===== config.mk =====
export PLATFORM = sky130hd
export DESIGN_NAME = psram_mode_config_second_word
export DESIGN_NICKNAME = d
export VERILOG_FILES = /design/src/pkg/psram_cfg_pkg.sv /design/src/pkg/bus_event_if.sv /design/src/verilog/bus_cycle_sampler.sv /design/src/verilog/psram_mode_config_second_word.sv
export VERILOG_INCLUDE_DIRS = /design/src /design/src/pkg
export SDC_FILE = /design/constraint.sdc
export NUM_CORES = 1
export LEC_CHECK = 0
export BUFFER_PORTS_ARGS = -buffer_cell sky130_fd_sc_hd__buf_2
export CORE_MARGIN = 2
export CORE_UTILIZATION = 62
export CTS_BUF_LIST = sky130_fd_sc_hd__clkbuf_8
export DETAILED_ROUTE_END_ITERATION = 10
export PLACE_DENSITY = 0.9
export SYNTH_ARGS = -nofsm -noshare
export SYNTH_HDL_FRONTEND = slang
export SYNTH_HIERARCHICAL = 1
export SYNTH_SLANG_ARGS = --single-unit

===== constraint.sdc =====
create_clock -name aclk -period 4.8 [get_ports aclk]
set_clock_uncertainty 0.15 [all_clocks]
set_input_delay 0.48 -clock aclk [delete_from_list [all_inputs] [get_ports aclk]]
set_output_delay 0.48 -clock aclk [all_outputs]
set_load 0.02 [all_outputs]

===== src/pkg/psram_cfg_defines.svh =====
// Offsets, field positions, reset values and constants of the mode block
// Contract
// - Write-mode bit: cleared gives burst write, set gives single write.
// - Strobe bit cleared: single-clock strobe control, no burst suspend.
// - Single-clock control: strobe read at first edge with address low.
// - Strobe bit set: level control with burst suspend and resume.
// - Page-return bit cleared enables return to page mode; set disables.
// - Function bit: cleared burst, set page; page mode after reset.
// - Latency codes 010..111 give five to ten; write latency one less.
// - Top address read twice in a row blocks sequence entry.
// - Burst-length codes give 8, 16 or continuous; others reserved.
`ifndef PSRAM_CFG_DEFINES_SVH
`define PSRAM_CFG_DEFINES_SVH

`define MEM_AW       23
`define MEM_DW       16
`define TOP_ADDR     23'h7fffff
`define AXI_AW       8

`define W1_RST       16'hffff
`define W2_RST       16'hff62
`define W1_RSV_MASK  16'hff80
`define W2_RSV_MASK  16'hff60
`define W1_LENC      4:2
`define W1_MODE      5
`define W1_VE        6
`define W2_LATC      2:0
`define W2_SGL       3
`define W2_LVL       4
`define W2_NORET     7

`define LEN_8        3'h2
`define LEN_16       3'h3
`define LEN_CONT     3'h7
`define WORDS_8      5'h08
`define WORDS_16     5'h10
`define LATC_MIN     3'h2
`define LATC_OFS     4'h3

`define OFS_CTRL     8'h00
`define OFS_CFG1     8'h04
`define OFS_CFG2     8'h08
`define OFS_STATUS   8'h0c
`define CTRL_EN      0
`define CTRL_CLR     1
`define RESP_OKAY    2'h0
`define RESP_SLVERR  2'h2

`endif


===== src/pkg/psram_cfg_pkg.sv =====
// Types of the mode block
package psram_cfg_pkg;
    typedef enum logic [2:0] {
        SEQ_IDLE, SEQ_WR1, SEQ_WR2, SEQ_DATA1, SEQ_DATA2, SEQ_FINAL
    } seq_state_t;
    typedef enum logic [2:0] {
        BW_IDLE, BW_READ, BW_LAT, BW_DATA, BW_HOLD
    } bw_state_t;
endpackage : psram_cfg_pkg


===== src/pkg/bus_event_if.sv =====
// Memory bus events passed from the pin sampler to the decoder
`timescale 1ns/1ns
interface bus_event_if #(
    parameter int AW = 23,
    parameter int DW = 16
);
    logic          wr_evt;
    logic          rd_evt;
    logic [AW-1:0] addr;
    logic [DW-1:0] data;
    logic          clk_rise;
    logic          clk_fall;
    logic          adv_low;
    logic          ce_low;
    logic          we_low;
    logic          stby_rise;
    modport src (output wr_evt, rd_evt, addr, data, clk_rise, clk_fall,
                 adv_low, ce_low, we_low, stby_rise);
    modport dst (input wr_evt, rd_evt, addr, data, clk_rise, clk_fall,
                 adv_low, ce_low, we_low, stby_rise);
endinterface : bus_event_if


===== src/verilog/bus_cycle_sampler.sv =====
// Pin synchroniser and bus cycle event detector
`timescale 1ns/1ns
module bus_cycle_sampler #(
    parameter int AW = 23,
    parameter int DW = 16
) (
    input  wire logic          aclk,
    input  wire logic          aresetn,
    input  wire logic          mem_ce_n,
    input  wire logic          mem_oe_n,
    input  wire logic          mem_we_n,
    input  wire logic          addr_valid_strobe_n,
    input  wire logic          mem_clk,
    input  wire logic          standby_mode_input,
    input  wire logic [AW-1:0] mem_addr,
    input  wire logic [DW-1:0] mem_dq,
    bus_event_if.src           ev
);
    localparam int VW     = AW + DW + 6;
    localparam int P_STBY = AW + DW;
    localparam int P_CLK  = AW + DW + 1;
    localparam int P_ADV  = AW + DW + 2;
    localparam int P_WE   = AW + DW + 3;
    localparam int P_OE   = AW + DW + 4;
    localparam int P_CE   = AW + DW + 5;
    // Memory clock idles low outside bursts, every other pin high
    localparam logic [VW-1:0] IDLE = ~(VW'(1) << P_CLK);

    logic [VW-1:0] s1;
    logic [VW-1:0] s2;
    logic [VW-1:0] s3;
    logic [VW-1:0] next_s1;
    logic [VW-1:0] next_s2;
    logic [VW-1:0] next_s3;

    ////////////////////////////////////////////////////////////////////////
    // Two stages before use; third stage only feeds edge detection
    always_comb begin
        next_s1 = {mem_ce_n, mem_oe_n, mem_we_n, addr_valid_strobe_n,
                   mem_clk, standby_mode_input, mem_addr, mem_dq};
        next_s2 = s1;
        next_s3 = s2;
    end

    // Idle pin levels at reset so no false edge appears after release
    always_ff @(posedge aclk) begin
        if (!aresetn) begin
            s1 <= IDLE;
            s2 <= IDLE;
            s3 <= IDLE;
        end else begin
            s1 <= next_s1;
            s2 <= next_s2;
            s3 <= next_s3;
        end
    end

    ////////////////////////////////////////////////////////////////////////
    // Address and data are settled across the strobe edge, so the bus
    // vector is taken with its strobes without a further handshake
    assign ev.data      = s2[DW-1:0];
    assign ev.addr      = s2[AW+DW-1:DW];
    assign ev.stby_rise = s2[P_STBY] & ~s3[P_STBY];
    assign ev.clk_rise  = s2[P_CLK] & ~s3[P_CLK];
    assign ev.clk_fall  = ~s2[P_CLK] & s3[P_CLK];
    assign ev.adv_low   = ~s2[P_ADV];
    assign ev.we_low    = ~s2[P_WE];
    assign ev.ce_low    = ~s2[P_CE];
    assign ev.wr_evt    = s2[P_WE] & ~s3[P_WE] & ~s2[P_CE];
    assign ev.rd_evt    = ~s2[P_OE] & s3[P_OE] & ~s2[P_CE];
endmodule : bus_cycle_sampler


===== src/verilog/psram_mode_config_second_word.sv =====
// Mode sequence decoder, burst write control and AXI4-Lite registers
//
// The register offsets and register access over AXI4-Lite were chosen for this implementation.
`timescale 1ns/1ns
`include "psram_cfg_defines.svh"
module psram_mode_config_second_word (
    input  wire logic               aclk,
    input  wire logic               aresetn,
    input  wire logic [`AXI_AW-1:0] awaddr,
    input  wire logic [2:0]         awprot,
    input  wire logic               awvalid,
    output logic                    awready,
    input  wire logic [31:0]        wdata,
    input  wire logic [3:0]         wstrb,
    input  wire logic               wvalid,
    output logic                    wready,
    output logic [1:0]              bresp,
    output logic                    bvalid,
    input  wire logic               bready,
    input  wire logic [`AXI_AW-1:0] araddr,
    input  wire logic [2:0]         arprot,
    input  wire logic               arvalid,
    output logic                    arready,
    output logic [31:0]             rdata,
    output logic [1:0]              rresp,
    output logic                    rvalid,
    input  wire logic               rready,
    input  wire logic               mem_ce_n,
    input  wire logic               mem_oe_n,
    input  wire logic               mem_we_n,
    input  wire logic               addr_valid_strobe_n,
    input  wire logic               mem_clk,
    input  wire logic               standby_mode_input,
    input  wire logic [`MEM_AW-1:0] mem_addr,
    input  wire logic [`MEM_DW-1:0] mem_dq,
    output logic                    page_mode,
    output logic                    burst_write_busy,
    output logic                    write_beat,
    output logic                    write_suspended
);
    bus_event_if #(.AW(`MEM_AW), .DW(`MEM_DW)) ev ();

    bus_cycle_sampler #(.AW(`MEM_AW), .DW(`MEM_DW)) u_sampler (
        .aclk                (aclk),
        .aresetn             (aresetn),
        .mem_ce_n            (mem_ce_n),
        .mem_oe_n            (mem_oe_n),
        .mem_we_n            (mem_we_n),
        .addr_valid_strobe_n (addr_valid_strobe_n),
        .mem_clk             (mem_clk),
        .standby_mode_input  (standby_mode_input),
        .mem_addr            (mem_addr),
        .mem_dq              (mem_dq),
        .ev                  (ev)
    );

    function automatic logic [3:0] lat_clocks(input logic [2:0] code);
        lat_clocks = {1'b0, code} + `LATC_OFS;
    endfunction : lat_clocks

    function automatic logic [4:0] burst_len(input logic [2:0] code);
        case (code)
            `LEN_8:  burst_len = `WORDS_8;
            `LEN_16: burst_len = `WORDS_16;
            default: burst_len = 5'h00;
        endcase
    endfunction : burst_len

    ////////////////////////////////////////////////////////////////////////
    // Mode setting sequence
    psram_cfg_pkg::seq_state_t seq, next_seq;
    logic [15:0] d1, d2, next_d1, next_d2;
    logic [15:0] cfg1, cfg2, next_cfg1, next_cfg2;
    logic        top_run, next_top_run;
    logic        next_page;
    logic        ctrl_en, next_ctrl_en;
    logic        res_err, next_res_err;
    logic        seq_abort, next_seq_abort;
    logic        top_hit, commit, bad_rsv, abort, ctl_clr, ctl_wr, ctl_set;
    logic [3:0]  rd_lat, wr_lat;

    assign top_hit = ev.addr == `TOP_ADDR;
    assign rd_lat  = lat_clocks(cfg2[`W2_LATC]);
    assign wr_lat  = rd_lat - 4'h1;

    always_comb begin
        next_seq     = seq;
        next_d1      = d1;
        next_d2      = d2;
        next_top_run = top_run;
        commit       = 1'b0;
        bad_rsv      = 1'b0;
        abort        = 1'b0;
        if (ev.rd_evt)
            next_top_run = top_hit;
        else if (ev.wr_evt)
            next_top_run = 1'b0;
        if (!ctrl_en) begin
            next_seq = psram_cfg_pkg::SEQ_IDLE;
        end else if (ev.rd_evt || ev.wr_evt) begin
            case (seq)
                psram_cfg_pkg::SEQ_IDLE: begin
                    // Repeated top reads do not open a sequence
                    if (ev.rd_evt && top_hit && !top_run)
                        next_seq = psram_cfg_pkg::SEQ_WR1;
                end
                psram_cfg_pkg::SEQ_WR1, psram_cfg_pkg::SEQ_WR2,
                psram_cfg_pkg::SEQ_DATA1, psram_cfg_pkg::SEQ_DATA2: begin
                    if (ev.wr_evt && top_hit) begin
                        next_seq = psram_cfg_pkg::seq_state_t'(seq + 3'h1);
                        if (seq == psram_cfg_pkg::SEQ_DATA1)
                            next_d1 = ev.data;
                        if (seq == psram_cfg_pkg::SEQ_DATA2)
                            next_d2 = ev.data;
                    end else begin
                        abort = 1'b1;
                    end
                end
                psram_cfg_pkg::SEQ_FINAL: begin
                    // Reserved bits not all one would reach test modes
                    bad_rsv =
                        ((d1 & `W1_RSV_MASK) != `W1_RSV_MASK) ||
                        ((d2 & `W2_RSV_MASK) != `W2_RSV_MASK);
                    if (!(ev.rd_evt && top_hit))
                        abort = 1'b1;
                    else if (!bad_rsv)
                        commit = 1'b1;
                end
                default: abort = 1'b1;
            endcase
            if (abort || seq == psram_cfg_pkg::SEQ_FINAL)
                next_seq = psram_cfg_pkg::SEQ_IDLE;
        end
    end

    ////////////////////////////////////////////////////////////////////////
    // Configuration, mode and status flags
    always_comb begin
        next_cfg1      = cfg1;
        next_cfg2      = cfg2;
        next_page      = page_mode;
        next_ctrl_en   = ctrl_en;
        if (commit) begin
            next_cfg1 = d1;
            next_cfg2 = d2;
            next_page = d1[`W1_MODE];
        end
        // Standby toggle returns to page mode only when allowed
        if (ev.stby_rise && !page_mode && !cfg2[`W2_NORET])
            next_page = 1'b1;
        if (ctl_wr)
            next_ctrl_en = ctl_set;
        // Hardware set wins over a software clear in the same cycle
        next_res_err   = (res_err & ~ctl_clr) | bad_rsv;
        next_seq_abort = (seq_abort & ~ctl_clr) | abort;
    end

    always_ff @(posedge aclk) begin
        if (!aresetn) begin
            seq       <= psram_cfg_pkg::SEQ_IDLE;
            d1        <= `W1_RST;
            d2        <= `W2_RST;
            cfg1      <= `W1_RST;
            cfg2      <= `W2_RST;
            top_run   <= 1'b0;
            page_mode <= 1'b1;
            ctrl_en   <= 1'b1;
            res_err   <= 1'b0;
            seq_abort <= 1'b0;
        end else begin
            seq       <= next_seq;
            d1        <= next_d1;
            d2        <= next_d2;
            cfg1      <= next_cfg1;
            cfg2      <= next_cfg2;
            top_run   <= next_top_run;
            page_mode <= next_page;
            ctrl_en   <= next_ctrl_en;
            res_err   <= next_res_err;
            seq_abort <= next_seq_abort;
        end
    end

    ////////////////////////////////////////////////////////////////////////
    // Burst write control on the selected memory clock edge
    psram_cfg_pkg::bw_state_t bw, next_bw;
    logic [3:0] lat, next_lat;
    logic [4:0] cnt, next_cnt, blen;
    logic       edge_ok, data_edge, next_beat, next_susp, next_busy;

    assign blen    = burst_len(cfg1[`W1_LENC]);
    assign edge_ok = !page_mode && ev.ce_low &&
                     (cfg1[`W1_VE] ? ev.clk_rise : ev.clk_fall);
    assign data_edge = edge_ok && (bw == psram_cfg_pkg::BW_DATA ||
                       (bw == psram_cfg_pkg::BW_LAT && lat == 4'h1));

    always_comb begin
        next_bw   = bw;
        next_lat  = lat;
        next_cnt  = cnt;
        next_beat = 1'b0;
        next_susp = write_suspended;
        if (!ev.ce_low) begin
            next_bw   = psram_cfg_pkg::BW_IDLE;
            next_susp = 1'b0;
        end else if (data_edge) begin
            next_bw = psram_cfg_pkg::BW_DATA;
            if (cfg2[`W2_LVL] && !ev.we_low) begin
                next_susp = 1'b1;
            end else begin
                next_susp = 1'b0;
                next_beat = 1'b1;
                next_cnt  = cnt + 5'h01;
                // Continuous bursts end only with chip enable
                if (cfg2[`W2_SGL] || (blen != 5'h00 && next_cnt == blen))
                    next_bw = psram_cfg_pkg::BW_HOLD;
            end
        end else if (edge_ok) begin
            case (bw)
                psram_cfg_pkg::BW_IDLE: begin
                    if (ev.adv_low) begin
                        next_cnt = 5'h00;
                        next_lat = wr_lat;
                        next_bw  = ev.we_low ? psram_cfg_pkg::BW_LAT
                                             : psram_cfg_pkg::BW_READ;
                    end
                end
                psram_cfg_pkg::BW_LAT: next_lat = lat - 4'h1;
                psram_cfg_pkg::BW_READ, psram_cfg_pkg::BW_HOLD,
                psram_cfg_pkg::BW_DATA: next_bw = bw;
                default: next_bw = psram_cfg_pkg::BW_IDLE;
            endcase
        end
        next_busy = next_bw == psram_cfg_pkg::BW_LAT ||
                    next_bw == psram_cfg_pkg::BW_DATA;
    end

    always_ff @(posedge aclk) begin
        if (!aresetn) begin
            bw               <= psram_cfg_pkg::BW_IDLE;
            lat              <= 4'h0;
            cnt              <= 5'h00;
            write_beat       <= 1'b0;
            write_suspended  <= 1'b0;
            burst_write_busy <= 1'b0;
        end else begin
            bw               <= next_bw;
            lat              <= next_lat;
            cnt              <= next_cnt;
            write_beat       <= next_beat;
            write_suspended  <= next_susp;
            burst_write_busy <= next_busy;
        end
    end

    ////////////////////////////////////////////////////////////////////////
    // AXI4-Lite slave: one read in flight, a second write taken while a response waits
    logic [`AXI_AW-1:0] aw_addr, next_aw_addr;
    logic [31:0]        w_data, next_w_data, next_rdata, status;
    logic               aw_hold, w_hold, next_aw_hold, next_w_hold;
    logic               next_awready, next_wready, next_arready;
    logic               next_bvalid, next_rvalid, wr_go;
    logic [1:0]         next_bresp, next_rresp;
    logic               len_rsv, w_lane0, next_w_lane0;

    assign len_rsv = blen == 5'h00 && cfg1[`W1_LENC] != `LEN_CONT;
    assign status  = {16'h0, wr_lat, rd_lat, 1'b0, len_rsv,
                      cfg2[`W2_LATC] < `LATC_MIN, seq_abort, res_err,
                      write_suspended, burst_write_busy, page_mode};
    assign wr_go   = aw_hold && w_hold && !bvalid;
    // Strobe is kept with the data, the master may move it after the take
    assign ctl_wr  = wr_go && aw_addr == `OFS_CTRL && w_lane0;
    assign ctl_set = w_data[`CTRL_EN];
    assign ctl_clr = ctl_wr && w_data[`CTRL_CLR];

    always_comb begin
        next_aw_addr = aw_addr;
        next_w_data  = w_data;
        next_w_lane0 = w_lane0;
        next_aw_hold = aw_hold;
        next_w_hold  = w_hold;
        next_bvalid  = bvalid && !bready;
        next_bresp   = bresp;
        next_rvalid  = rvalid && !rready;
        next_rdata   = rdata;
        next_rresp   = rresp;
        if (awvalid && awready) begin
            next_aw_hold = 1'b1;
            next_aw_addr = awaddr;
        end
        if (wvalid && wready) begin
            next_w_hold = 1'b1;
            next_w_data = wdata;
            next_w_lane0 = wstrb[0];
        end
        if (wr_go) begin
            next_aw_hold = 1'b0;
            next_w_hold  = 1'b0;
            next_bvalid  = 1'b1;
            next_bresp   = aw_addr == `OFS_CTRL ? `RESP_OKAY : `RESP_SLVERR;
        end
        if (arvalid && arready) begin
            next_rvalid = 1'b1;
            next_rresp  = `RESP_OKAY;
            case (araddr)
                `OFS_CTRL:   next_rdata = {31'h0, ctrl_en};
                `OFS_CFG1:   next_rdata = {16'h0, cfg1};
                `OFS_CFG2:   next_rdata = {16'h0, cfg2};
                `OFS_STATUS: next_rdata = status;
                default: begin
                    next_rdata = 32'h0;
                    next_rresp = `RESP_SLVERR;
                end
            endcase
        end
        next_awready = !next_aw_hold;
        next_wready  = !next_w_hold;
        next_arready = !next_rvalid;
    end

    always_ff @(posedge aclk) begin
        if (!aresetn) begin
            aw_addr <= '0;
            w_data  <= 32'h0;
            w_lane0 <= 1'b0;
            aw_hold <= 1'b0;
            w_hold  <= 1'b0;
            awready <= 1'b0;
            wready  <= 1'b0;
            arready <= 1'b0;
            bvalid  <= 1'b0;
            bresp   <= `RESP_OKAY;
            rvalid  <= 1'b0;
            rdata   <= 32'h0;
            rresp   <= `RESP_OKAY;
        end else begin
            aw_addr <= next_aw_addr;
            w_data  <= next_w_data;
            w_lane0 <= next_w_lane0;
            aw_hold <= next_aw_hold;
            w_hold  <= next_w_hold;
            awready <= next_awready;
            wready  <= next_wready;
            arready <= next_arready;
            bvalid  <= next_bvalid;
            bresp   <= next_bresp;
            rvalid  <= next_rvalid;
            rdata   <= next_rdata;
            rresp   <= next_rresp;
        end
    end
endmodule : psram_mode_config_second_word


After elaboration in Yosys (flattened, before gate mapping)
Index checks and enable logic that the tools add are counted.
{ "classes": {"addsub": 5, "n_lt_le_gt_ge": 1, "eq_ne": 27, "muxes": 49, "n_bitwise": 20, "reduce_logical": 60} }
{ "ops": {"columns": ["cell", "count"], "rows": [
  ["$pmux 16 s4", 1],
  ["$mux 3", 9],
  ["$mux 1", 25],
  ["$mux 5", 5],
  ["$eq 3x2->1 const B", 8],
  ["$eq 23x23->1 const B", 1],
  ["$logic_and 1x1->1", 22],
  ["$reduce_and 5->1", 4],
  ["$eq 8x4->1 const B", 2],
  ["$logic_not 8->1", 2],
  ["$pmux 3 s2", 2],
  ["$reduce_or 4->1", 3],
  ["$ne 10x10->1 const B", 1],
  ["$pmux 5 s2", 1],
  ["$and 1x1->1", 9],
  ["$eq 3x3->1 const B", 3],
  ["$logic_not 1->1", 9],
  ["$ne 3x3->1 const B", 3],
  ["$ne 9x9->1 const B", 1],
  ["$not 1->1", 9],
  ["$eq 8x3->1 const B", 1],
  ["$pmux 4 s2", 1],
  ["$reduce_bool 2->1", 4],
  ["$sub 4x1->4 const B", 2],
  ["other kinds (21)", 34]
]} }
{ "word_totals": {"ff_bits": 275, "inputBits": 110, "out_inout_bits": 45, "word_cells": 194} }

Longest topological paths before layout
{ "depth": {"word_depth": 11, "ltp_mapped": 9, "depth_no_buf": 7} }

Cells and area by module
Netlist, hierarchy kept.
{ "modules_own_cells": {"columns": ["module", "n_inst", "cells_per_inst", "area_per_inst_um2", "seq_area_each_um2"], "rows": [
  ["psram_mode_config_second_word", 1, 662, 5676.7, 2462.4],
  ["bus_cycle_sampler", 1, 245, 2901.5, 1881.8]
]} }

Worst setup path before layout
OpenSTA, ideal clock, no wires.
{ "synth_timing": {"kind": "register to register", "startpoint": "reg u_sampler.s2[42] (netlist: u_sampler/next_s3[42])", "endpoint": "reg d1[10]", "setup_time_ps": 129, "arrival_ps": 1993, "required_ps": 4521, "path_slack_ps": 2527, "path_stages_with_launch": 9, "n_path_buf": 2, "synth_period_minus_slack_ps": 2273, "path_cell_list": "dfxtp_1 nor3b_1 inv_1 or3_1 and4bb_1 buf_6 buf_12 mux2i_1 nand2_1"} }
{ "synth_between": {"elab_chain_len": 4, "word_cells_on_any_way": 5, "classes_between": "2 x bitwise; 3 x reduce/logical"} }
{ "synth_rtl": {"columns": ["item", "line_no", "rtl"], "rows": [
  ["start, declared", "bus_cycle_sampler.sv:30", "logic [VW-1:0] s2;"],
  ["start signal, assigned", "bus_cycle_sampler.sv:53", "s2 <= next_s2;"],
  ["$and 1x1->1 * (2 in a row)", "bus_cycle_sampler.sv:69", "assign ev.wr_evt = s2[P_WE] & ~s3[P_WE] & ~s2[P_CE];"],
  ["named net ev.wr_evt", "bus_event_if.sv:7", "logic wr_evt;"],
  ["$logic_or 1x1->1 or $logic_and 1x1->1 (tied branches)", "psram_mode_config_second_word.sv:100, psram_mode_config_second_word.sv:109", null],
  ["$reduce_and 5->1 (no line) *", null, null],
  ["end signal, assigned", "psram_mode_config_second_word.sv:161", "d1 <= `W1_RST;"],
  ["end signal, assigned", "psram_mode_config_second_word.sv:172", "d1 <= next_d1;"],
  ["end, declared", "psram_mode_config_second_word.sv:72", "logic [15:0] d1, d2, next_d1, next_d2;"]
]} }
Mark *: on every way through the listed nets, which the timed path passes. The rest lies on a longest branch.
A chain may end at the register's enable or synchronous reset.

Final worst setup path
{ "layout_timing": {"startpoint": "reg u_sampler.s2[42] (netlist: u_sampler/next_s3[42])", "endpoint": "reg d1[8]"} }
The elaborated chain is that of the path after synthesis.

==> impl_metrics.ini <==
[layout]
final_cell_mix = dfxtp_1 (217), nand2b_1 (97), buf_2 (96)
final_common_cell = dfxtp_1
fin_cells = 1190
post-route-util = 0.7263
diodes = 0
drive_gt1_frac = 0.1746
area_growth_pct = 13.46
fin_nets = 1111

[route]
first_pass_iters = 7
via_per_inst = 5.461
vias = 6498
drtIter0Drc = 517
routed_wirelength_mm = 17.99
drcViolationCount = 0
wl_met1_mm = 7.631
top_layer = met4
detail-route-antenna-nets = 0
wl_met2_mm = 8.629
wl_per_cell_um = 15.12
route.met3.wl_mm = 1.329

[pwr]
leakage_nw = 3.996
power_density_nw_per_um2 = 380.0
ir_drop_v = 0.0003135

[grt]
antenna_found_initial = 0
grt.total_usage = 0.2405
grt_max_degree = 84
grt_pass1_vias = 6092
grt-ovfl-total = 0
grt_pass1_wl_mm = 28.86

[logic_synthesis]
async_flop_share = 0
syn_avg_cell_area_um2 = 9.458
synth_flop_cell = dfxtp_1
yosysUniqueCellTypes = 63
synth-edff-count = 0
ys_ff_latch = 217
yosysWarnings = 6
synthesis.area_um2 = 8578
yosysSeqAreaShare = 0.5064
postSynthCellCount = 907

[clock_tree]
cts_setup_buffers = 0
htreeDepth = 2
clock_path_buffers = 3
cts_resized = 0
numClockSinks = 217
clk_pin_slew_ns = 0.06
cts_inserted_buffers = 35
cts-root-buf = clkbuf_8
clk_latency_ns = 0.51
tritoncts = yes

[setup_path]
critPathRequiredTime_ns = 5.00
cp-start-kind = flop
arrival_ns = 3.24
crit_path_end_kind = flop
crit_type = flop to flop
crit_fanout = 16

[sta]
fmax_mhz = 329.1
slew_headroom = 0.2775
fin_tns_setup_ns = 0
finalSetupViolCount = 0
hold_viol = 0
period_needed_ns = 3.039
drv_slew = 0
rsz0062_at_grt = false
worst_pin_slew_ns = 1.081
fin_crit_sh = 0.6331

[die]
rows = 42
io-pin-count = 155
dieArea_um2 = 14790
core_region_area_um2 = 13400
start_util = 0.6401
die_y_um = 121.6
die_w_um = 121.6

[place]
gp_congestion = 0.8913
io_buffers = 97
hpwl_mm = 10.32
place_inst = 1097

[job]
cap_violations = 0

[min_path]
hold_class = input pin to flop

[run_status]
status = completed
cells in the mapped netlist (3+ instances only):
library cell  count  area share
dfxtp_1         217        0.51
or3_1            20       0.015
buf_2             7      0.0041
o21ai_0          36       0.021
nand2b_1         97       0.071
a22oi_1          11      0.0096
buf_6             8       0.011
xnor2_1           5      0.0051
nor2b_1          10      0.0073
a21oi_1          44       0.026
nor3b_1           7      0.0061
mux2i_1          23       0.027
nand3_1          57       0.033
or2_2             3      0.0022
ha_1             11       0.016
clkbuf_1         26       0.011
inv_1            17      0.0074
a211oi_1          4      0.0035
and2_1           13      0.0095
and3_1            6      0.0044
nand2_1          95       0.042
a31oi_1           4      0.0029
a2bb2oi_1         6      0.0061
nand4_1          17       0.012
buf_4            59       0.052
nor2_1           39       0.017
nor3_1            7      0.0041
mux2_2           11       0.014
or4_1             4      0.0035
stage by stage:
step                area (um2)  hold WS [ns]  setup WS [ns]  power [W]
floorplan                 8642        0.2363          2.527   0.002054
global placement          8680        0.2377          1.854   0.002073
detailed placement        8680        0.2409          1.799   0.002077
CTS                       9723      0.002158          1.764   0.003703
global route              9733      0.008662          1.546   0.003829
finish                    9733       0.01418          1.761   0.003698
layer usage:
layer  track usage  vias to the layer above
met1        0.3105                     3001
met5             0                        -
met3       0.05431                       43
li1              -                     3177
met4       0.08190                        0
met2        0.4003                      277
power by group:
part | total, W | switching [W] | internal, W
combinational | 0.000198 | 0.000111 | 0.0000874
sequential | 0.00187 | 0.0000215 | 0.00185
clock | 0.00163 | 0.000697 | 0.000934
sequential cells by signal, summed over array words and instances (netlist names), 2 cells and up:
name,flops
w_data,2
lat,4
u_sampler/next_s2,45
cnt,5
rdata,16
cfg1,16
u_sampler/next_s3,45
d2,16
cfg2,16
aw_addr,8
bw,3
u_sampler/s3,4
d1,16
seq,3
final timing paths:
path | start | endpoint | slack (ns) | cells past startpoint
setup reg to reg | u_sampler/next_s3[42]$_SDFF_PN1_ | d1[8]$_SDFFE_PN1P_ | 1.76 | 6
hold reg to reg | u_sampler/next_s2[7]$_SDFF_PN1_ | u_sampler/next_s3[7]$_SDFF_PN1_ | 0.25 | 1
hold / removal | mem_addr[18] | u_sampler/next_s2[34]$_SDFF_PN1_ | 0.01 | 2
setup / recovery | u_sampler/next_s3[42]$_SDFF_PN1_ | d1[8]$_SDFFE_PN1P_ | 1.76 | 6
critical path: stages (launching register included):
cell and delay [ns]:
dfxtp_1 0.36, nor3b_1 0.53, inv_1 0.08, or3_1 0.43, and4bb_1 0.97, mux2i_1 0.29, nand2_1 0.08
cells by family (layout without fill, tap and decap cells):
group,after synthesis,count (layout),synth area share
other cells,1,18,0.0004372
buf+inv,120,210,0.08824
mux,35,35,0.04390
compound gates,126,126,0.09189
flops,217,217,0.5064
xor+xnor,7,7,0.007147
simple gates,390,390,0.2459
fa+ha+maj,11,11,0.01604
timing repair:
action / 4_1_cts / 5_1_grt
hold buffers: 31 / 1
setup endpoints to repair: 0 / 0
hold endpoints to repair: 31 / 1
layout make-up:
cell class              count  area [um2]
well taps                 176       220.2
inverters                  17       63.81
clock inverters            17       127.6
multi-input cells         587        3541
clock buffers              44       605.6
flip-flops and latches    217        4344
repair buffers            132       830.8
fillers                   928        3667
Note: power is estimated with default switching activity, not from simulation.
